==> src/regbank_pkg.sv <==
// constants for the buck-boost configuration and status register bank
// Functional notes
// - unimplemented bits ignore writes, read zero
// - target high nibble bits 3:0, reset 0x2
// - step 20mV or 10mV per divider select
// - target low byte bits 7:0, reset 0x58
// - live constant-current flag on bit 6
// - fault byte: busy bit7, off bit6
// - overvoltage bit5, overcurrent bit4, undervoltage bit3
// - temperature bit2, comm bit1, other bit0
// - power control: discharge bit1, enable bit0
// - config zero enable bit0, reset 0x32
// - config zero bit6 negative current limit
// - config zero bit5 auxiliary regulator enable
// - config zero bit4 current monitor limiter
// - config zero bit3 hiccup protection enable
// - config zero bit2 dual spread spectrum
// - config zero bit1 micro sleep enable
// - config one thermal warning enable, level
// - config one bit4 fault pin interrupt mode
// - config one bit3 tracking direct startup
// - config one bit2 bias supply priority
// - config one bit1 two-phase forced PWM
// - config one bit0 two-phase save, reset 0x09
package regbank_pkg;
    localparam logic [7:0] ADDR_TARGET_LOW   = 8'h0C;
    localparam logic [7:0] ADDR_TARGET_HIGH  = 8'h0D;
    localparam logic [7:0] ADDR_CL_STATUS    = 8'h21;
    localparam logic [7:0] ADDR_FAULT_SUM    = 8'h78;
    localparam logic [7:0] ADDR_POWER_CTRL   = 8'h81;
    localparam logic [7:0] ADDR_CONFIG_ZERO  = 8'hD0;
    localparam logic [7:0] ADDR_CONFIG_ONE   = 8'hD1;
    localparam logic [7:0] RST_TARGET_LOW    = 8'h58;
    localparam logic [3:0] RST_TARGET_HIGH   = 4'h2;
    localparam logic [1:0] RST_POWER_CTRL    = 2'h1;
    localparam logic [6:0] RST_CONFIG_ZERO   = 7'h32;
    localparam logic [7:0] RST_CONFIG_ONE    = 8'h09;
    localparam logic [3:0] MASK_TARGET_HIGH  = 4'hF;
    localparam int         CC_BIT            = 6;
    localparam int         PC_DISCH_BIT      = 1;
    localparam int         PC_EN_BIT         = 0;
endpackage : regbank_pkg

==> src/buck_boost_config_status_regs.sv <==
// register bank of the buck-boost controller, host access by address
`timescale 1ns/1ns
module buck_boost_config_status_regs
    import regbank_pkg::*;
(
    input  wire logic        mclk,
    input  wire logic        sys_rst,
    input  wire logic        wr_en,
    input  wire logic        rd_en,
    input  wire logic [7:0]  addr,
    input  wire logic [7:0]  wdata,
    output logic      [7:0]  rdata,
    output logic             addr_hit,
    input  wire logic        constant_current_active,
    input  wire logic        busy_in,
    input  wire logic        unit_off_in,
    input  wire logic        output_overvoltage_fault,
    input  wire logic        output_overcurrent_fault,
    input  wire logic        input_undervoltage_fault,
    input  wire logic        temperature_fault,
    input  wire logic        comm_logic_memory_flag,
    input  wire logic        other_fault,
    output logic      [11:0] output_target_code,
    output logic             force_output_discharge,
    output logic             power_stage_enable_b,
    output logic             power_stage_enable_a,
    output logic             negative_limit_enable,
    output logic             aux_regulator_enable,
    output logic             monitor_limiter_enable,
    output logic             hiccup_enable,
    output logic             dual_spread_enable,
    output logic             micro_sleep_enable,
    output logic             thermal_warning_enable,
    output logic      [1:0]  thermal_warning_level,
    output logic             fault_pin_interrupt_mode,
    output logic             tracking_direct_startup,
    output logic             bias_supply_priority,
    output logic             two_phase_forced_enable,
    output logic             two_phase_save_enable
);
    import regbank_pkg::*;

    // status inputs come from the analog side: two-stage synchronisers
    logic [7:0] stat_meta_q;
    logic [7:0] stat_sync_q;
    logic [7:0] stat_raw;
    logic [7:0] tlow_q;
    logic [3:0] thigh_q;
    logic [1:0] pctrl_q;
    logic [6:0] cfg0_q;
    logic [7:0] cfg1_q;
    logic [7:0] rdata_d;
    logic       hit_d;
    logic       cc_meta_q;
    logic       cc_sync_q;

    assign stat_raw = {busy_in, unit_off_in, output_overvoltage_fault,
                       output_overcurrent_fault, input_undervoltage_fault,
                       temperature_fault, comm_logic_memory_flag, other_fault};

    always_ff @(posedge mclk) begin
        if (sys_rst) begin
            stat_meta_q <= 8'h00;
            stat_sync_q <= 8'h00;
            cc_meta_q   <= 1'b0;
            cc_sync_q   <= 1'b0;
        end else begin
            stat_meta_q <= stat_raw;
            stat_sync_q <= stat_meta_q;
            cc_meta_q   <= constant_current_active;
            cc_sync_q   <= cc_meta_q;
        end
    end

    wire w_tlow  = wr_en && (addr == ADDR_TARGET_LOW);
    wire w_thigh = wr_en && (addr == ADDR_TARGET_HIGH);
    wire w_pctrl = wr_en && (addr == ADDR_POWER_CTRL);
    wire w_cfg0  = wr_en && (addr == ADDR_CONFIG_ZERO);
    wire w_cfg1  = wr_en && (addr == ADDR_CONFIG_ONE);

    always_ff @(posedge mclk) begin
        if (sys_rst) begin
            tlow_q  <= RST_TARGET_LOW;
            thigh_q <= RST_TARGET_HIGH;
            pctrl_q <= RST_POWER_CTRL;
            cfg0_q  <= RST_CONFIG_ZERO;
            cfg1_q  <= RST_CONFIG_ONE;
        end else begin
            if (w_tlow)  tlow_q  <= wdata;
            if (w_thigh) thigh_q <= wdata[3:0] & MASK_TARGET_HIGH;
            if (w_pctrl) pctrl_q <= wdata[1:0];
            if (w_cfg0)  cfg0_q  <= wdata[6:0];
            if (w_cfg1)  cfg1_q  <= wdata;
        end
    end

    // read decode; unmapped addresses answer zero with addr_hit low
    always_comb begin
        rdata_d = 8'h00;
        hit_d   = 1'b1;
        if (addr == ADDR_TARGET_LOW) begin
            rdata_d = tlow_q;
        end else if (addr == ADDR_TARGET_HIGH) begin
            rdata_d = {4'h0, thigh_q};
        end else if (addr == ADDR_CL_STATUS) begin
            rdata_d[CC_BIT] = cc_sync_q;
        end else if (addr == ADDR_FAULT_SUM) begin
            rdata_d = stat_sync_q;
        end else if (addr == ADDR_POWER_CTRL) begin
            rdata_d = {6'h00, pctrl_q};
        end else if (addr == ADDR_CONFIG_ZERO) begin
            rdata_d = {1'b0, cfg0_q};
        end else if (addr == ADDR_CONFIG_ONE) begin
            rdata_d = cfg1_q;
        end else begin
            hit_d = 1'b0;
        end
    end

    always_ff @(posedge mclk) begin
        if (sys_rst) begin
            rdata    <= 8'h00;
            addr_hit <= 1'b0;
        end else if (rd_en) begin
            rdata    <= rdata_d;
            addr_hit <= hit_d;
        end
    end

    // code scale (20mV or 10mV) is applied by the analog divider select
    assign output_target_code       = {thigh_q, tlow_q};
    assign force_output_discharge   = pctrl_q[PC_DISCH_BIT];
    assign power_stage_enable_b     = pctrl_q[PC_EN_BIT];
    assign power_stage_enable_a     = cfg0_q[0];
    assign micro_sleep_enable       = cfg0_q[1];
    assign dual_spread_enable       = cfg0_q[2];
    assign hiccup_enable            = cfg0_q[3];
    assign monitor_limiter_enable   = cfg0_q[4];
    assign aux_regulator_enable     = cfg0_q[5];
    assign negative_limit_enable    = cfg0_q[6];
    assign two_phase_save_enable    = cfg1_q[0];
    assign two_phase_forced_enable  = cfg1_q[1];
    assign bias_supply_priority     = cfg1_q[2];
    assign tracking_direct_startup  = cfg1_q[3];
    assign fault_pin_interrupt_mode = cfg1_q[4];
    assign thermal_warning_level    = cfg1_q[6:5];
    assign thermal_warning_enable   = cfg1_q[7];
endmodule : buck_boost_config_status_regs

==> config.mk <==
export PLATFORM = sky130hd
export DESIGN_NAME = buck_boost_config_status_regs
export DESIGN_NICKNAME = d
export VERILOG_FILES = /design/src/regbank_pkg.sv /design/src/buck_boost_config_status_regs.sv
export SDC_FILE = /design/constraint.sdc
export NUM_CORES = 1
export LEC_CHECK = 0
export BUFFER_PORTS_ARGS = -buffer_cell sky130_fd_sc_hd__buf_2
export CAP_MARGIN = 15
export CORE_ASPECT_RATIO = 0.75
export CORE_MARGIN = 3
export CORE_UTILIZATION = 50
export CTS_BUF_LIST = sky130_fd_sc_hd__clkbuf_8
export DETAILED_ROUTE_END_ITERATION = 6
export PLACE_DENSITY = 0.77
export SYNTH_ARGS = -nofsm -noshare
export SYNTH_HDL_FRONTEND = slang
export SYNTH_SLANG_ARGS = --single-unit
==> constraint.sdc <==
create_clock -name mclk -period 3.05 [get_ports mclk]
set_input_delay 0.61 -clock mclk [delete_from_list [all_inputs] [get_ports mclk]]
set_output_delay 0.61 -clock mclk [all_outputs]
set_load 0.02 [all_outputs]
==> reports/qor.txt <==
Outcome: finished, final reports clean
Global route overflow: 0
Cell taking the most area after synthesis: dfxtp_1
Initial antenna violation count: 0
Reg clk slew, reported paths: 90 ps
Via count: 2044
Area grow syn2layout: 19.65%
Worst hold-check path type: flop to flop
Starting density of the core: 55.06%
Slew @ Worst Pin: 923.8 ps
FF/Latch Area: 0.001121 mm²
DP HPWL: 4.197 mm
Post-synth EDFFs: 0
Post-synth top area share: 47.58%
RSZ-0062 raised after global routing: no
Ports: 67
Slew margin rel.: 38.42%
Final setup viols: 0
First-pass GRT wire length: 9.487 mm
Crit end category: flop
IO Port Bufs: 66
Via-to-Cell Ratio: 5.742
Largest net degree at the start of global routing: 54
Critical Path Max Stage Delay: 640 ps
CORE AREA: 0.004279 mm²
Setup CP Type: input pin to flop
Power density cells: 488.6 mW/mm²
Post-synthesis sequential area ratio: 47.58%
CP arrival: 2270 ps
Sink Count: 56
Routed Antenna Nets: 0
Layout cells sized above 1: 30.23%
Clk_lat worst skew: 320 ps
# nets final: 329
Critical path, cell by cell: buf_2, nor4b_1, and4_1, a21oi_1, a311oi_1
Post-Synthesis Cells: 240
Multi-input logic area: 0.001155 mm²
Critical path peak fanout: 22
Startpoint Class: input pin
#FFs+latches synth: 56
Leakage Power: 0.001205 µW
Total die area: 0.005580 mm²
TNS Setup: 0 ps
WHS: 443.6 ps
Top FF cell, synth: dfxtp_1
Max-slew violations: 0
Drt pass-1 iters: 4
Die Y: 65.45 µm
H-Tree Depth: 2
Synthesized area: 0.002356 mm²
Gp weighted congestion: 0.8567
Syn_area_per_cell: 9.817 µm²
Routed length per instance: 16.29 µm
DR iter-0 viols: 114
Synth area leaders: dfxtp_1, mux2i_1, nor2b_1
Max Cap Violations: 0
Async SR Flop Fraction: 0%
Fillers: 360
Cts repair resizes: 0
TritonCTS clock tree: yes
Synthesized Nets: 269
DIE WIDTH: 85.27 µm
Root Buffer: clkbuf_8
Drt drc: 0
Peak VDD IR: 0.2883 mV
Total CTS buffers: 5
Max frequency: 489.6 MHz
Post-CTS setup buffers: 0
Worst EP required: 3270 ps
CTS Hold Bufs: 0
Clock Skew: 7.652 ps
Vias in the first global route: 1938
Yosys warnings: 0
Ant. Diodes: 0
Worst path slowest cell: nor4b_1
Synth unique cells: 45
GRT Util Overall: 21.90%
# rows: 20
Minimum clock period: 2042 ps
Final worst path period share: 66.96%
Hold Violations, Final: 0
Max Buffers Root-to-Sink: 2
Detailed Route WL: 5.800 mm
-- final timing paths --
| path | endpoint | cells past startpoint | from | slack [ps] |
|---|---|---|---|---|
| min reg2reg | stat_sync_q[7]$_SDFF_PP0_ | 1 | stat_meta_q[7]$_SDFF_PP0_ | 440 |
| max | rdata[6]$_SDFFE_PP0P_ | 5 | addr[0] | 1010 |
| max reg2reg | rdata[1]$_SDFFE_PP0P_ | 4 | cfg0_q[1]$_SDFFE_PP1P_ | 1760 |
| min | stat_sync_q[7]$_SDFF_PP0_ | 1 | stat_meta_q[7]$_SDFF_PP0_ | 440 |
-- final cells by class --
cell class	count	share of cell area, %
clock buffers	6	2.929
clock inverters	2	1.376
inverters	4	0.5326
multi-input cells	166	40.97
flip-flops and latches	56	39.77
well taps	55	2.441
repair buffers	67	11.98
-- Yosys cell counts, types with 3 or more instances --
master / n
dfxtp_1: 56
nor2_1: 24
nor2b_1: 23
mux2i_1: 21
nand2_1: 14
a21oi_1: 11
clkbuf_1: 9
nand3_1: 8
nor4_1: 6
nor3_1: 5
a211o_1: 4
buf_2: 4
mux2_2: 4
a221oi_1: 3
a311oi_1: 3
and3_1: 3
inv_1: 3
nor3_4: 3
o2bb2ai_1: 3
-- flip-flops by register name, indices dropped and copies added, names as in the netlist --
signal       flops
cc_meta_q        1
cfg1_q           8
cc_sync_q        1
rdata            8
tlow_q           8
stat_meta_q      8
stat_sync_q      8
pctrl_q          2
cfg0_q           7
addr_hit         1
thigh_q          4
-- cells in the final DEF (no fill, tap or decap), drive strengths merged, types with 4 or more instances in the layout --
| master | n |
|---|---|
| a211o | 4 |
| a21oi | 11 |
| buf | 67 |
| clkbuf | 6 |
| dfxtp | 56 |
| mux2 | 4 |
| mux2i | 21 |
| nand2 | 15 |
| nand3 | 8 |
| nor2 | 24 |
| nor2b | 23 |
| nor3 | 8 |
| nor4 | 6 |
-- cell families (layout without fill, tap and decap cells) --
kind of cell	after synthesis	after routing	share of synthesized area (%)
muxes	25	25	10.83
AOI/OAI and AO/OA	39	39	12.43
buffers and inverters	18	79	3.399
and+or+nand+nor	102	102	25.76
DFF	56	56	47.58
-- metrics by stage --
stage,util (%),std cells,cell area (µm²),total power (µW),setup WS [ps]
floorplan,-,240,2356,837.0,1218
global placement,63.04,348,2698,881.3,730.9
detailed placement,63.04,348,2698,882.8,711.6
CTS,65.88,356,2819,1380,1027
global route,65.88,356,2819,1429,893.1
finish,65.88,356,2819,1377,1008
-- report_power, final --
part / switching [µW] / leakage [µW] / internal [µW]
registers: 5.32 / 0.000457 / 747
logic: 69.1 / 0.000687 / 45.1
clock network: 242 / 0.0000614 / 269
total: 317 / 0.00121 / 1060
-- worst max-delay path: cells and delay by family --
kind | cells | cell delay (ps)
buffers and inverters | 1 | 420
and+or+nand+nor | 2 | 950
AOI/OAI and AO/OA | 2 | 290
-- routing by layer --
layer / part of all wire (%) / track usage [%] / vias up
met1: 44 / 30.27 / 980
met2: 46 / 34.21 / 75
met4: 1.1 / 6.522 / 0
met5: 0 / 0 / -
met3: 9.2 / 5.013 / 7
li1: - / - / 982
No activity file was read; power rests on OpenSTA's default activity.
